--- src/include/rcal_pkg.sv ---
package rcal_pkg;

  // ****************************************
  // register map
  // ****************************************
  localparam logic [7:0] ADDR_TIME = 8'h00; // calendar_time
  localparam logic [7:0] ADDR_DATE = 8'h04; // calendar_date
  localparam logic [7:0] ADDR_CTRL = 8'h08; // run / hour format

  // reset values
  localparam logic [31:0] TIME_RST = 32'h00000000;
  localparam logic [31:0] DATE_RST = 32'h00002101;
  localparam logic [31:0] CTRL_RST = 32'h00000001;

  // writable bit masks, unused positions stay zero
  localparam logic [31:0] TIME_MASK = 32'h007F7F7F;
  localparam logic [31:0] DATE_MASK = 32'h00FFFF3F;
  localparam logic [31:0] CTRL_MASK = 32'h00000003;

  // ****************************************
  // field positions
  // ****************************************
  localparam int TIME_PM_BIT = 22; // pm_flag
  localparam int HOUR_LSB = 16; // hour_units, hour_tens above
  localparam int MIN_LSB = 8; // minute_units, minute_tens above
  localparam int SEC_LSB = 0; // second_units, second_tens above
  localparam int YEAR_LSB = 16; // year_units, year_tens above
  localparam int WDAY_LSB = 13; // weekday_code
  localparam int MON_LSB = 8; // month_units, month_tens above
  localparam int DAY_LSB = 0; // day_units, day_tens above
  localparam int CTRL_RUN_BIT = 0; // calendar counts when set
  localparam int CTRL_H12_BIT = 1; // 12-hour format when set

  // calendar limits in packed bcd
  localparam logic [2:0] WDAY_MON = 3'h1;
  localparam logic [2:0] WDAY_SUN = 3'h7;
  localparam logic [7:0] BCD_LAST_SEC = 8'h59;
  localparam logic [7:0] BCD_LAST_H24 = 8'h23;
  localparam logic [7:0] BCD_H12_ELEVEN = 8'h11;
  localparam logic [7:0] BCD_H12_TWELVE = 8'h12;
  localparam logic [7:0] BCD_LAST_MON = 8'h12;
  localparam logic [7:0] BCD_LAST_YEAR = 8'h99;
  localparam logic [7:0] BCD_ONE = 8'h01;

  // ****************************************
  // timing
  // ****************************************
  localparam int CLK_HZ = 20000000; // 50 ns period
  localparam int TICK_PERIOD_MS = 1000; // one calendar second
  localparam int TICK_CYCLES = (CLK_HZ / 1000) * TICK_PERIOD_MS;

endpackage : rcal_pkg

--- src/logic/rcal_top.sv ---
`timescale 1ns/1ps
// ****************************************
// calendar time and date registers
// ****************************************
module rcal_top
  import rcal_pkg::*;
#(
  parameter int TICK_CYC = TICK_CYCLES
) (
  input wire logic clk,
  input wire logic arst_n,
  input wire logic psel,
  input wire logic penable,
  input wire logic pwrite,
  input wire logic [7:0] paddr,
  input wire logic [31:0] pwdata,
  output logic [31:0] prdata,
  output logic pready,
  output logic pslverr,
  output logic [31:0] time_word,
  output logic [31:0] date_word
);

  // ****************************************
  // bcd helpers
  // ****************************************

  // two-digit bcd increment, caller handles wrap
  function automatic logic [7:0] bcd_inc(input logic [7:0] v);
    if (v[3:0] == 4'h9) begin
      bcd_inc = {v[7:4] + 4'h1, 4'h0};
    end else begin
      bcd_inc = {v[7:4], v[3:0] + 4'h1};
    end
  endfunction : bcd_inc

  // leap test valid for two-digit years in one century
  function automatic logic is_leap(input logic [7:0] y);
    if (y[4]) begin
      is_leap = (y[3:0] == 4'h2) || (y[3:0] == 4'h6);
    end else begin
      is_leap = (y[3:0] == 4'h0) || (y[3:0] == 4'h4) ||
                (y[3:0] == 4'h8);
    end
  endfunction : is_leap

  // last day of a month, all in bcd
  function automatic logic [7:0] last_day(input logic [7:0] m,
                                          input logic leap);
    case (m)
      8'h02: last_day = leap ? 8'h29 : 8'h28;
      8'h04, 8'h06, 8'h09, 8'h11: last_day = 8'h30;
      default: last_day = 8'h31;
    endcase
  endfunction : last_day

  // ****************************************
  // state
  // ****************************************
  logic [31:0] time_r; // calendar_time
  logic [31:0] time_nxt;
  logic [31:0] date_r; // calendar_date
  logic [31:0] date_nxt;
  logic [31:0] ctrl_r; // run and hour format
  logic tick; // one-second enable
  logic acc; // apb access phase
  logic commit; // transfer completes this edge
  logic wr_time; // software write of time
  logic wr_date; // software write of date
  logic wr_ctrl; // software write of control
  logic mapped; // address hits a register

  // ****************************************
  // apb decode
  // ****************************************

  // one wait state: pready rises in the second access cycle
  assign acc = psel && penable;
  assign commit = acc && pready;
  assign mapped = (paddr == ADDR_TIME) || (paddr == ADDR_DATE) ||
                  (paddr == ADDR_CTRL);
  assign wr_time = commit && pwrite && (paddr == ADDR_TIME);
  assign wr_date = commit && pwrite && (paddr == ADDR_DATE);
  assign wr_ctrl = commit && pwrite && (paddr == ADDR_CTRL);

  // ready pulse, one cycle per transfer
  always_ff @(posedge clk or negedge arst_n) begin
    if (!arst_n) begin
      pready <= 1'b0;
    end else begin
      pready <= acc && !pready;
    end
  end

  // error answer for unmapped or misaligned addresses
  always_ff @(posedge clk or negedge arst_n) begin
    if (!arst_n) begin
      pslverr <= 1'b0;
    end else begin
      pslverr <= acc && !pready && !mapped;
    end
  end

  // read data captured with pready, reserved bits read zero
  always_ff @(posedge clk or negedge arst_n) begin
    if (!arst_n) begin
      prdata <= '0;
    end else if (acc && !pready && !pwrite) begin
      case (paddr)
        ADDR_TIME: prdata <= time_r;
        ADDR_DATE: prdata <= date_r;
        ADDR_CTRL: prdata <= ctrl_r;
        default: prdata <= '0; // unmapped reads zero
      endcase
    end else begin
      prdata <= '0;
    end
  end

  // ****************************************
  // control register
  // ****************************************
  always_ff @(posedge clk or negedge arst_n) begin
    if (!arst_n) begin
      ctrl_r <= CTRL_RST;
    end else if (wr_ctrl) begin
      ctrl_r <= pwdata & CTRL_MASK;
    end
  end

  // ****************************************
  // second divider
  // ****************************************

  // a time write restarts the second so it holds a full period
  rcal_tick #(
    .CYCLES(TICK_CYC)
  ) u_tick (
    .clk(clk),
    .arst_n(arst_n),
    .run(ctrl_r[CTRL_RUN_BIT]),
    .clr(wr_time),
    .tick(tick)
  );

  // ****************************************
  // calendar advance
  // ****************************************
  always_comb begin
    logic [7:0] sec;
    logic [7:0] min;
    logic [7:0] hr;
    logic [7:0] day;
    logic [7:0] mon;
    logic [7:0] yr;
    logic [2:0] wd;
    logic pm;
    logic c_min;
    logic c_hr;
    logic c_day;
    logic c_mon;
    logic c_yr;
    sec = {1'b0, time_r[SEC_LSB +: 7]};
    min = {1'b0, time_r[MIN_LSB +: 7]};
    hr = {2'b00, time_r[HOUR_LSB +: 6]};
    pm = time_r[TIME_PM_BIT];
    day = {2'b00, date_r[DAY_LSB +: 6]};
    mon = {3'b000, date_r[MON_LSB +: 5]};
    yr = date_r[YEAR_LSB +: 8];
    wd = date_r[WDAY_LSB +: 3];
    c_min = 1'b0;
    c_hr = 1'b0;
    c_day = 1'b0;
    c_mon = 1'b0;
    c_yr = 1'b0;
    // seconds roll into minutes
    if (tick) begin
      if (sec == BCD_LAST_SEC) begin
        sec = 8'h00;
        c_min = 1'b1;
      end else begin
        sec = bcd_inc(sec);
      end
    end
    // minutes roll into hours
    if (c_min) begin
      if (min == BCD_LAST_SEC) begin
        min = 8'h00;
        c_hr = 1'b1;
      end else begin
        min = bcd_inc(min);
      end
    end
    // hours: 24h wraps at 23, 12h runs 12,01..11
    if (c_hr) begin
      if (!ctrl_r[CTRL_H12_BIT]) begin
        pm = 1'b0;
        if (hr == BCD_LAST_H24) begin
          hr = 8'h00;
          c_day = 1'b1;
        end else begin
          hr = bcd_inc(hr);
        end
      end else if (hr == BCD_H12_ELEVEN) begin
        hr = BCD_H12_TWELVE;
        c_day = pm; // 11 pm to 12 am is midnight
        pm = !pm;
      end else if (hr == BCD_H12_TWELVE) begin
        hr = BCD_ONE;
      end else begin
        hr = bcd_inc(hr);
      end
    end
    // day and weekday move together
    if (c_day) begin
      if (day == last_day(mon, is_leap(yr))) begin
        day = BCD_ONE;
        c_mon = 1'b1;
      end else begin
        day = bcd_inc(day);
      end
      wd = (wd == WDAY_SUN) ? WDAY_MON : wd + 3'h1;
    end
    // months wrap at twelve
    if (c_mon) begin
      if (mon == BCD_LAST_MON) begin
        mon = BCD_ONE;
        c_yr = 1'b1;
      end else begin
        mon = bcd_inc(mon);
      end
    end
    // years wrap at 99
    if (c_yr) begin
      yr = (yr == BCD_LAST_YEAR) ? 8'h00 : bcd_inc(yr);
    end
    // repack, unused positions forced to zero
    time_nxt = '0;
    time_nxt[TIME_PM_BIT] = pm;
    time_nxt[HOUR_LSB +: 6] = hr[5:0];
    time_nxt[MIN_LSB +: 7] = min[6:0];
    time_nxt[SEC_LSB +: 7] = sec[6:0];
    date_nxt = '0;
    date_nxt[YEAR_LSB +: 8] = yr;
    date_nxt[WDAY_LSB +: 3] = wd;
    date_nxt[MON_LSB +: 5] = mon[4:0];
    date_nxt[DAY_LSB +: 6] = day[5:0];
    // software write wins over a tick in the same cycle
    if (wr_time) begin
      time_nxt = pwdata & TIME_MASK;
    end
    if (wr_date) begin
      date_nxt = pwdata & DATE_MASK;
      // forbidden weekday zero keeps the old code
      if (pwdata[WDAY_LSB +: 3] == 3'h0) begin
        date_nxt[WDAY_LSB +: 3] = date_r[WDAY_LSB +: 3];
      end
    end
  end

  // time holding register
  always_ff @(posedge clk or negedge arst_n) begin
    if (!arst_n) begin
      time_r <= TIME_RST;
    end else begin
      time_r <= time_nxt;
    end
  end

  // date holding register
  always_ff @(posedge clk or negedge arst_n) begin
    if (!arst_n) begin
      date_r <= DATE_RST;
    end else begin
      date_r <= date_nxt;
    end
  end

  // live copies for the rest of the chip
  assign time_word = time_r;
  assign date_word = date_r;

  // ****************************************
  // checks
  // ****************************************

  // hour never leaves 00..23 in bcd
  AST_HOUR_RANGE: assert property (
    @(posedge clk) disable iff (!arst_n)
    !wr_time |=> (time_r[HOUR_LSB +: 6] <= 6'h23)
  ) else $error("hour out of range");

  // minute tens stays within 0..5
  AST_MIN_RANGE: assert property (
    @(posedge clk) disable iff (!arst_n)
    $past(tick) && !$past(wr_time) && ($past(time_r[14:12]) <= 3'h5)
    |-> (time_r[14:12] <= 3'h5)
  ) else $error("minute tens out of range");

  // second wrap clears the seconds and moves the minute
  AST_SEC_WRAP: assert property (
    @(posedge clk) disable iff (!arst_n)
    tick && !wr_time && (time_r[6:0] == 7'h59)
    |=> (time_r[6:0] == 7'h00) && (time_r[14:8] != $past(time_r[14:8]))
  ) else $error("second wrap wrong");

  // pm flag cleared by an hour carry in 24-hour mode; a write may set it
  AST_PM_24H: assert property (
    @(posedge clk) disable iff (!arst_n)
    tick && !wr_time && !ctrl_r[CTRL_H12_BIT] &&
    (time_r[14:0] == 15'h5959) |=> !time_r[TIME_PM_BIT]
  ) else $error("pm flag set in 24h mode");

  // year steps only when the month wraps from december
  AST_YEAR_STEP: assert property (
    @(posedge clk) disable iff (!arst_n)
    !$past(wr_date) && (date_r[23:16] != $past(date_r[23:16]))
    |-> $past(date_r[12:8]) == 5'h12
  ) else $error("year moved without december wrap");

  // weekday code never zero
  AST_WDAY_NONZERO: assert property (
    @(posedge clk) disable iff (!arst_n)
    date_r[WDAY_LSB +: 3] != 3'h0
  ) else $error("weekday code zero");

  // month held within 01..12
  AST_MONTH_RANGE: assert property (
    @(posedge clk) disable iff (!arst_n)
    !wr_date |=> (date_r[12:8] >= 5'h01) && (date_r[12:8] <= 5'h12)
                 || $past(date_r[12:8]) == 5'h00
  ) else $error("month out of range");

  // day units never beyond nine
  AST_DAY_BCD: assert property (
    @(posedge clk) disable iff (!arst_n)
    tick && !wr_date |=> date_r[3:0] <= 4'h9 || $past(date_r[3:0]) > 4'h9
  ) else $error("day units not bcd");

  // unused positions read zero after any update
  AST_RSVD_ZERO: assert property (
    @(posedge clk) disable iff (!arst_n)
    ((time_r & ~TIME_MASK) == '0) && ((date_r & ~DATE_MASK) == '0)
  ) else $error("reserved bits set");

  // read of the time word returns it one cycle later
  AST_READ_TIME: assert property (
    @(posedge clk) disable iff (!arst_n)
    acc && !pready && !pwrite && (paddr == ADDR_TIME)
    |=> pready && (prdata == $past(time_r))
  ) else $error("time read mismatch");

endmodule : rcal_top

--- src/logic/rcal_tick.sv ---
`timescale 1ns/1ps
// ****************************************
// one-second enable divider
// ****************************************
module rcal_tick
  import rcal_pkg::*;
#(
  parameter int CYCLES = TICK_CYCLES
) (
  input wire logic clk,
  input wire logic arst_n,
  input wire logic run,
  input wire logic clr,
  output logic tick
);

  localparam int CW = $clog2(CYCLES + 1);
  localparam logic [CW-1:0] LAST = CW'(CYCLES - 1);

  logic [CW-1:0] cnt_r; // cycles into current second

  // counter restarts on clear so a fresh time starts a full second
  always_ff @(posedge clk or negedge arst_n) begin
    if (!arst_n) begin
      cnt_r <= '0;
    end else if (clr || !run) begin
      cnt_r <= '0;
    end else if (cnt_r == LAST) begin
      cnt_r <= '0;
    end else begin
      cnt_r <= cnt_r + CW'(1);
    end
  end

  // one-cycle pulse at the end of each second
  always_ff @(posedge clk or negedge arst_n) begin
    if (!arst_n) begin
      tick <= 1'b0;
    end else begin
      tick <= run && !clr && (cnt_r == LAST);
    end
  end

endmodule : rcal_tick

--- config.mk ---
export PLATFORM = sky130hd
export DESIGN_NAME = rcal_top
export DESIGN_NICKNAME = d
export VERILOG_FILES = /design/src/include/rcal_pkg.sv /design/src/logic/rcal_top.sv /design/src/logic/rcal_tick.sv
export SDC_FILE = /design/constraint.sdc
export NUM_CORES = 1
export LEC_CHECK = 0
export BUFFER_PORTS_ARGS = -buffer_cell sky130_fd_sc_hd__buf_2
export CAP_MARGIN = 20
export CORE_UTILIZATION = 54
export CTS_CLUSTER_DIAMETER = 30
export CTS_CLUSTER_SIZE = 40
export DETAILED_ROUTE_END_ITERATION = 8
export PLACE_DENSITY = 0.79
export SLEW_MARGIN = 25
export SYNTH_ARGS = -nofsm -noshare
export SYNTH_HDL_FRONTEND = slang
export SYNTH_SLANG_ARGS = --single-unit
--- constraint.sdc ---
create_clock -name clk -period 3.4 [get_ports clk]
set_clock_uncertainty 0.2 [all_clocks]
set_input_delay 0.68 -clock clk [delete_from_list [all_inputs] [get_ports clk]]
set_output_delay 0.68 -clock clk [all_outputs]
set_load 0.01 [all_outputs]
==> Word-level counts from Yosys, hierarchy flattened <==
Cells that the tools add are included.
W data, S select, Z words.
{ "totals": {"reg_bits": 126, "latch_bits": 0, "ramBits": 0, "rom_bits": 0, "inputBits": 45, "out_inout_bits": 98, "mem_count": 0} }
{ "op_classes": {"addsub": 14, "mul": 0, "n_div": 0, "order_cmp": 0, "n_eq_ne": 29, "n_shift": 0, "muxes": 50, "bitwise_logic": 0, "reduce_logical": 45} }
{ "ops": {"columns": ["operator", "n"], "rows": [
  ["$pmux W32 S3", 1],
  ["$mux W6", 9],
  ["$mux W25", 2],
  ["$mux W7", 6],
  ["$mux W32", 1],
  ["$mux W8", 4],
  ["$add A4 B1 Y4 const B", 7],
  ["$eq A4 B4 Y1 const B", 7],
  ["$add A25 B1 Y25 const B", 1],
  ["$eq A25 B25 Y1 const B", 1],
  ["$mux W24", 1],
  ["$mux W23", 1],
  ["$mux W1", 18],
  ["$mux W5", 3],
  ["$reduce_bool A3 Y1", 5],
  ["$eq A7 B7 Y1 const B", 2],
  ["$reduce_and A2 Y1", 7],
  ["$eq A6 B5 Y1 const B", 2],
  ["$reduce_bool A2 Y1", 6],
  ["$logic_and A1 B1 Y1", 11],
  ["$eq A5 B3 Y1 const B", 2],
  ["$eq A5 B5 Y1 const B", 2],
  ["$pmux W5 S2", 1],
  ["$add A3 B1 Y3 const B", 3],
  ["21 further kinds", 35]
]} }

==> Logic depth before layout (Yosys ltp) <==
Gate-level depths: netlist of run 1.
{ "depth": {"depth_word": 15, "mapped_depth": 11, "mapped_depth_nobuf": 8} }

==> By module <==
A second synthesis of run 1 with hierarchy kept.
{ "hier_totals": {"hier_cells": 654, "area_unflattened_um2": 5830.6} }
{ "by_module_without_submodules": {"columns": ["mod", "instances", "cells_per_inst", "area_each_um2"], "rows": [
  ["rcal_top", 1, 512, 4429.2],
  ["rcal_tick", 1, 142, 1401.3]
]} }

==> Least setup slack after synthesis of run 1 <==
Ideal clock, no wire load.
{ "synth_timing": {"kind": "register to register", "from": "register time_r[9], in the netlist time_word[9]", "to": "register date_r[12], in the netlist date_word[12]", "setup_time_ps": 125, "t_arrival_ps": 2367, "path_slack_ps": 707, "stages_incl_launch_ff": 12, "path_buffers": 3, "period_less_slack_ps": 2693, "path_cell_list": "dfrtp_1 inv_1 ha_1 and3b_1 buf_4 or4b_1 buf_2 or2_0 buf_2 a21o_1 o41ai_2 o21ai_1"} }
{ "synth_between": {"elab_chain_cells": 7} }
{ "synth_lines": {"columns": ["element", "line", "source"], "rows": [
  ["from (decl)", "rcal_top.sv:60", "logic [31:0] time_r;"],
  ["from (signal assigned)", "rcal_top.sv:266", "time_r <= time_nxt;"],
  ["$eq A7 B7 Y1", "rcal_top.sv:187", "if (min == BCD_LAST_SEC) begin"],
  ["$mux W1", "rcal_top.sv:187", null],
  ["$mux W1", "rcal_top.sv:186", "if (c_min) begin"],
  ["$mux W1", "rcal_top.sv:195", "if (c_hr) begin"],
  ["$mux W1", "rcal_top.sv:215", "if (c_day) begin"],
  ["$reduce_bool A2 Y1 (no source line)", null, null],
  ["$reduce_and A2 Y1 (no source line)", null, null],
  ["to (signal assigned)", "rcal_top.sv:275", "date_r <= date_nxt;"],
  ["to (decl)", "rcal_top.sv:62", "logic [31:0] date_r;"]
]} }
Every way passes these cells.
A chain may end at the register's enable or synchronous reset.

==> Worst setup path in the final report of run 1 <==
{ "layout_timing": {"from": "register time_r[1], in the netlist time_word[1]", "to": "register date_r[12], in the netlist date_word[12]"} }
{ "layout_between": {"elab_chain_cells": 8} }
{ "layout_lines": {"columns": ["element", "line", "source"], "rows": [
  ["$eq A7 B7 Y1", "rcal_top.sv:178", "if (sec == BCD_LAST_SEC) begin"],
  ["$mux W1", "rcal_top.sv:178", null],
  ["$mux W1", "rcal_top.sv:177", "if (tick) begin"],
  ["$mux W1", "rcal_top.sv:186", null],
  ["$mux W1", "rcal_top.sv:195", null],
  ["$mux W1", "rcal_top.sv:215", null],
  ["$reduce_bool A2 Y1 (no source line)", null, null],
  ["$reduce_and A2 Y1 (no source line)", null, null]
]} }
Every way passes these cells.

==> summary.md, run 1 <==
| Metric | Value |
|---|---|
| Worst Setup SP | `time_word[1]$_DFFE_PN0P_` |
| RePlAce Congestion | `0.8991` |
| Crit path capture type | `flop` |
| Avg Synthesized Cell Area | `8.756 sq um` |
| Total GRT Usage | `26.90%` |
| CP required | `3.45 ns` |
| Number of global-route vias before repair | `4,888` |
| Drt drc | `0` |
| PortBufs | `103` |
| Critical path cell sequence | `inv_1 -> ha_1 -> nand3b_1 -> or4b_1 -> or2_0 -> a21o_1 -> o41ai_2 -> o21ai_1` |
| Top FF cell, synth | `dfrtp_1` |
| Chip Height | `104.7 um` |
| Dominant cells by area after synthesis | `dfrtp_1 40%, nor2_1 5.7%, buf_4 4.1%` |
| Peak supply drop | `0.2560 mV` |
| CTS Root Cell | `clkbuf_8` |
| Post-synth top area share | `40.45%` |
| WL per Instance | `16.27 um` |
| Share of cells above drive strength 1 | `21.47%` |
| GR Util met3 | `4.367%` |
| Nets | `807` |
| Busiest grt layer | `met2` |
| Met1 GRT Util | `34.88%` |
| GR Overflow Total | `0` |
| Final hold vios | `0` |
| First-pass GRT wire length | `23.61 mm` |
| Static Leak | `2.894 nW` |
| Largest stage delay, worst path | `0.73 ns` |
| DP HPWL | `10.88 mm` |
| Slew margin rel. | `48.60%` |
| First-pass detailed-route iteration total | `5` |
| Pwr dens | `314.0 nW/um^2` |
| Crit-path slowest cell | `or4b_1` |
| Least-Margin Pin Slew | `0.7610 ns` |
| CTS Buf Count | `9` |
| Layout Cells excl Fill | `886` |
| Clock Pin Slew Worst Setup and Hold Paths | `0.10 ns` |
| Number of primary I/O pins | `143` |
| Clk buf depth | `2` |
| TNS Setup | `0 ns` |
| Die area | `10,950 sq um` |
| Critical path type | `flop to flop` |
| Asr flop ratio synth | `100.0%` |
| Status | `completed` |
| H-Tree Depth | `3` |
| Register bit count reported by yosys | `96` |
| Critical Path Start Type | `flop` |
| Fin crit period | `2.992 ns` |
| Syn. warnings | `0` |
| Final ANT Viol Nets | `0` |
| Seq/Total Area, Yosys | `42.30%` |
| Hold-fix buffer count after cts | `0` |
| Setup Buffers After CTS | `0` |
| Core box area | `10,280 sq um` |
| Synth Area in Compound Gates | `15.67%` |
| Reg-to-Reg Start | `time_word[1]$_DFFE_PN0P_` |
| M2 GR Usage | `45.22%` |
| Fin. max-slew vios | `0` |
| Bufs and invs on worst path | `1` |
| PostCTS Resize Cnt | `0` |
| Initial Utilization | `55.38%` |
| Netlist cell types | `63` |
| XOR/XNOR Fraction of Synth Area | `4.309%` |
| Highest clock rate | `334.2 MHz` |
| Final setup viols | `0` |
| Portion of netlist area occupied by mux cells | `2.176%` |
| Initial DRC count | `377` |
| Synth-to-layout area growth | `13.54%` |
| Synth Area in Simple Gates | `23.81%` |
| Synth Area in Adders | `3.737%` |
| Max Fanout on Critical Path | `8` |
| Post-Syn Instances | `650` |
| Min-Delay Path Class | `primary input to asynchronous set/reset pin` |
| Antenna cells | `0` |
| Max-cap violation count | `0` |
| Synth area leader | `dfrtp_1` |
| Top-count cell post-synth | `dfrtp_1` |
| Rows | `37` |
| Die extent in x | `104.7 um` |
| Most common library cells after synthesis | `92 x dfrtp_1, 86 x nor2_1, 53 x nand2_1, 36 x o21ai_0, 33 x nand3_1` |
| Critical path's top delay family | `simple AND/OR/NAND/NOR gates` |
| Largest net degree at the start of global routing | `55` |
| CTS tree | `yes` |
| Worst-skew pair later-pin latency | `0.37 ns` |
| Synth Cell Area | `5692 sq um` |
| Sink Count | `96` |
| Vias | `5,122` |
| Post-synth EDFFs | `0` |
| WL final | `14.41 mm` |
| Crit share post-route | `88.01%` |
| Critical path arrival | `3.04 ns` |
| Vias per cell | `5.781` |
| Initial antenna violation count | `0` |
| Unrepaired setup endpoints after global routing | `false` |
| Largest family of logic cells by synthesized area | `simple AND/OR/NAND/NOR gates` |
| Dpl cells | `870` |
## where the power goes
part	internal, mW	total [mW]	switching [mW]
clock network	0.350	0.779	0.429
logic	0.0286	0.100	0.0714
registers	1.14	1.15	0.00594
total	1.52	2.03	0.506
## per-layer routing
metal  vias to the layer above  wire (um)
met3                        24        910
met4                         0        310
met1                      2480       5972
met5                         -          0
met2                       211       7221
li1                       2407          -
## registers in the layout, summed over array words and instances, names as in the netlist
name and cells:
u_tick.cnt_r 25, prdata 23, date_word 22, time_word 21
ctrl_r 2, pready 1, pslverr 1, u_tick.tick 1
## worst reg2reg max path: cells and delay by family (launching register included)
kind	cells	cell delay [ns]
flops	1	0.45
fa+ha+maj	1	0.18
buf+inv	1	0.08
compound gates	3	0.66
simple gates	3	1.31
## area by class of cell
class	instances	area [sq um]
repair buffers	122	660.6
flip-flops and latches	96	2407
well taps	136	170.2
multi-input cells	496	2948
clock buffers	9	123.9
fillers	902	3815
clock inverters	7	77.57
inverters	20	75.07
## layout by cell type (no fill, tap or decap), types with 17 or more instances in the layout
master,instances
ha_1,17
o21ai_0,36
nor2_1,86
conb_1,30
a22oi_1,22
buf_4,20
buf_2,102
nand3_1,33
inv_1,20
nand2_1,53
dfrtp_1,92
a21oi_1,32
## through the flow
stage | hold slack, ns | area [sq um] | setup slack [ns] | util [%] | total power [mW]
final | 0.1426 | 6462 | 0.4077 | 62.88 | 2.029
after detailed placement | 0.3028 | 6261 | 0.4692 | 60.92 | 1.273
after global routing | 0.2008 | 6462 | 0.2474 | 62.88 | 2.106
after CTS | 0.1701 | 6462 | 0.4298 | 62.88 | 2.046
after global placement | 0.2961 | 6261 | 0.4813 | 60.92 | 1.270
after floorplan | 0.1844 | 5801 | 0.7074 | - | 1.233
## worst paths after layout
| check | slack (ns) | endpoint | cells after the start |
|---|---|---|---|
| setup / recovery | 0.41 | date_word[12]$_DFFE_PN0P_ | 8 |
| min in group clk | 0.32 | date_word[13]$_DFFE_PN1P_ | 2 |
| setup reg to reg | 0.41 | date_word[12]$_DFFE_PN0P_ | 8 |
| hold reg to reg | 0.32 | date_word[13]$_DFFE_PN1P_ | 2 |
| max in group asynchronous | 2.02 | date_word[13]$_DFFE_PN1P_ | 2 |
| hold / removal | 0.14 | date_word[11]$_DFFE_PN0P_ | 1 |
## cell families (layout without fill, tap and decap cells)
logic type / after synthesis / count (layout)
other: 1 / 30
AO/OA/AOI/OAI: 139 / 139
adder cells (fa/ha/maj): 17 / 17
flip-flops: 96 / 96
multiplexers: 12 / 12
buffers and inverters: 87 / 158
XOR/XNOR: 28 / 28
AND/OR/NAND/NOR: 270 / 270
Note: power is estimated with default switching activity, not from simulation.
==> run 2: changes to the inputs <==
--- a/config.mk
+++ b/config.mk
@@ -5,13 +5,13 @@
 export SDC_FILE = /design/constraint.sdc
 export NUM_CORES = 1
 export LEC_CHECK = 0
-export BUFFER_PORTS_ARGS = -buffer_cell sky130_fd_sc_hd__buf_2
 export CAP_MARGIN = 20
-export CORE_UTILIZATION = 54
+export CORE_UTILIZATION = 64
 export CTS_CLUSTER_DIAMETER = 30
 export CTS_CLUSTER_SIZE = 40
 export DETAILED_ROUTE_END_ITERATION = 8
-export PLACE_DENSITY = 0.79
+export DONT_BUFFER_PORTS = 1
+export PLACE_DENSITY = 0.78
 export SLEW_MARGIN = 25
 export SYNTH_ARGS = -nofsm -noshare
 export SYNTH_HDL_FRONTEND = slang
==> run 2 against run 1 <==
Worst setup slack better by 0.077 ns. Critical path depth down 1. Power down 5.0%. First-iteration DRC count down 30%. Clock power down 8.3%. Register-to-register slack better by 0.08 ns. Highest routed layer unchanged.
==> summary.md, run 2 (synthesis gave the netlist of run 1 again) <==
| Metric | Value |
|---|---|
| H-Tree Depth | `3 (unchanged)` |
| Drt drc | `0 (unchanged)` |
| Switching share of power | `23.84% (-1.1 points)` |
| Max Fanout on Critical Path | `8 (unchanged)` |
| Vias | `4,676 (-8.7%)` |
| Static Leak | `2.450 nW (-15%)` |
| Hold-fix buffer count after cts | `1 (+1)` |
| Reg-to-Reg Start | `time_word[0]$_DFFE_PN0P_` |
| Largest Register | `u_tick.cnt_r` |
| Unrepaired setup endpoints after global routing | `false` |
| Min-Delay Path Class | `primary input to asynchronous set/reset pin` |
| Most common cell after layout, fill and taps aside | `dfrtp_1` |
| GR Overflow Total | `0 (unchanged)` |
| Fin crit period | `2.915 ns (-0.07733 ns)` |
| Int Pwr | `1.468 mW (-3.6%)` |
| Die extent in x | `96.31 um (-8.0%)` |
| Critical Path Start Type | `flop` |
| Crit share post-route | `85.74% (-2.3 points)` |
| Max reg flops | `25 (unchanged)` |
| WL final | `13.49 mm (-6.4%)` |
| Sw Pwr | `459.6 uW (-9.2%)` |
| Chip Height | `96.31 um (-8.0%)` |
| Clk network pwr share | `37.1% (-1.3 points)` |
| Rows | `34 (-8.1%)` |
| Crit path capture type | `flop` |
| Share of cells above drive strength 1 | `8.255% (-13 points)` |
| Antenna cells | `0 (unchanged)` |
| Die area | `9275 sq um (-15%)` |
| Worst flop-to-flop path endpoint | `date_word[9]$_DFFE_PN0P_` |
| Max-cap violation count | `0 (unchanged)` |
| Dpl cells | `733 (-16%)` |
| Core box area | `8678 sq um (-16%)` |
| Critical path arrival | `2.95 ns (-0.09 ns)` |
| Highest clock rate | `343.1 MHz (+2.7%)` |
| DP HPWL | `9.611 mm (-12%)` |
| PostCTS Resize Cnt | `0 (unchanged)` |
| First-pass GRT wire length | `20.83 mm (-12%)` |
| Final setup viols | `0 (unchanged)` |
| Synth-to-layout area growth | `3.319%` |
| Layout Cells excl Fill | `750 (-15%)` |
| CTS tree | `yes` |
| Number of global-route vias before repair | `4,119 (-16%)` |
| Slew margin rel. | `42.27% (-6.3 points)` |
| Final hold vios | `0 (unchanged)` |
| Worst-skew pair later-pin latency | `0.37 ns (about the same)` |
| First-pass detailed-route iteration total | `6 (+1)` |
| Commonest non-fill, non-tap cells in the layout | `92 x dfrtp_1, 86 x nor2_1, 53 x nand2_1, 36 x o21ai_0, 33 x nand3_1` |
| Fin. max-slew vios | `0 (unchanged)` |
| Initial antenna violation count | `0 (unchanged)` |
| CTS Root Cell | `clkbuf_8` |
| Final ANT Viol Nets | `0 (unchanged)` |
| WL per Instance | `17.98 um (+11%)` |
| Clock Pin Slew Worst Setup and Hold Paths | `0.10 ns (about the same)` |
| Initial Utilization | `65.59% (+10 points)` |
| Nets | `699 (-13%)` |
| Sink Count | `96 (unchanged)` |
| Sequential share of power | `59.8% (+3.1 points)` |
| Worst Setup SP | `time_word[0]$_DFFE_PN0P_` |
| R2R depth | `7 (-1)` |
| Pwr dens | `327.8 nW/um^2 (+4.4%)` |
| Initial DRC count | `263 (-30%)` |
| Setup Buffers After CTS | `0 (unchanged)` |
| TNS Setup | `0 ns (unchanged)` |
| CTS Buf Count | `9 (unchanged)` |
| PortBufs | `0 (-100%)` |
| RePlAce Congestion | `0.8383 (-6.8%)` |
| CP required | `3.43 ns (-0.02 ns)` |
| Number of primary I/O pins | `143 (unchanged)` |
| Largest net degree at the start of global routing | `97 (+76%)` |
| FF-to-FF setup slack | `0.49 ns (+0.08 ns)` |
| Status | `completed` |
| Clk buf depth | `2 (unchanged)` |
| Vias per cell | `6.235 (+7.8%)` |
| Peak supply drop | `0.1890 mV (-26%)` |
| Total GRT Usage | `29.86% (+3.0 points)` |
| Logic pwr share | `3.1% (-1.8 points)` |
| Least-Margin Pin Slew | `0.8547 ns (+0.09375 ns)` |
| Critical path type | `flop to flop` |
run 2: cell type report:
cell class / count / area (sq um)
Tap cell: 108 / 135.1
Sequential cell: 96 / 2407
Clock inverter: 5 / 38.79
Fill cell: 707 / 2798
Clock buffer: 11 / 151.4
Multi-Input combinational cell: 496 / 2948
Timing Repair Buffer: 14 / 125.1
Inverter: 20 / 75.07
run 2: critical path, stage by stage, from the launching register on:
cell,delay [ns]
dfrtp_1,0.52
ha_1,0.25
nand3b_1,0.18
or4b_1,0.60
or2_0,0.38
a21o_1,0.25
o31ai_1,0.28
a31oi_1,0.12
run 2: power groups by stage:
stage | registers (mW) | clock network (mW) | logic, mW
floorplan | 1.17 | 0 | 0.0607
CTS | 1.15 | 0.729 | 0.0613
global placement | 1.18 | 0 | 0.0340
detailed placement | 1.18 | 0 | 0.0351
global route | 1.15 | 0.780 | 0.0714
finish | 1.15 | 0.714 | 0.0604
run 2: through the flow:
step / hold slack [ns] / power (mW) / setup WS (ns) / util, % / cell area, sq um
CTS: 0.04222 / 1.943 / 0.5168 / 67.76 / 5881
finish: 0.01196 / 1.927 / 0.4850 / 67.76 / 5881
global placement: 0.1864 / 1.209 / 0.5087 / 65.25 / 5663
global route: 0.05073 / 2.006 / 0.3293 / 67.76 / 5881
detailed placement: 0.1863 / 1.211 / 0.4372 / 65.25 / 5663
floorplan: 0.1844 / 1.233 / 0.7074 / - / 5801
run 2: how the worst max path moves through the flow:
stage	to	slack (ns)	cells past startpoint
3_5_place_dp	date_word[15]$_DFFE_PN0P_	0.44	4
4_1_cts	date_word[9]$_DFFE_PN0P_	0.52	8
3_3_place_gp	time_word[22]$_DFFE_PN0P_	0.51	4
6_report	date_word[9]$_DFFE_PN0P_	0.49	7
5_1_grt	date_word[9]$_DFFE_PN0P_	0.33	8
2_1_floorplan	date_word[12]$_DFFE_PN0P_	0.71	11
run 2: layer usage:
layer | part of all wire, % | track usage (%)
met4 | 2.0 | 10.29
met2 | 48 | 48.35
met3 | 9.7 | 7.583
met1 | 40 | 38.87
met5 | 0 | 0
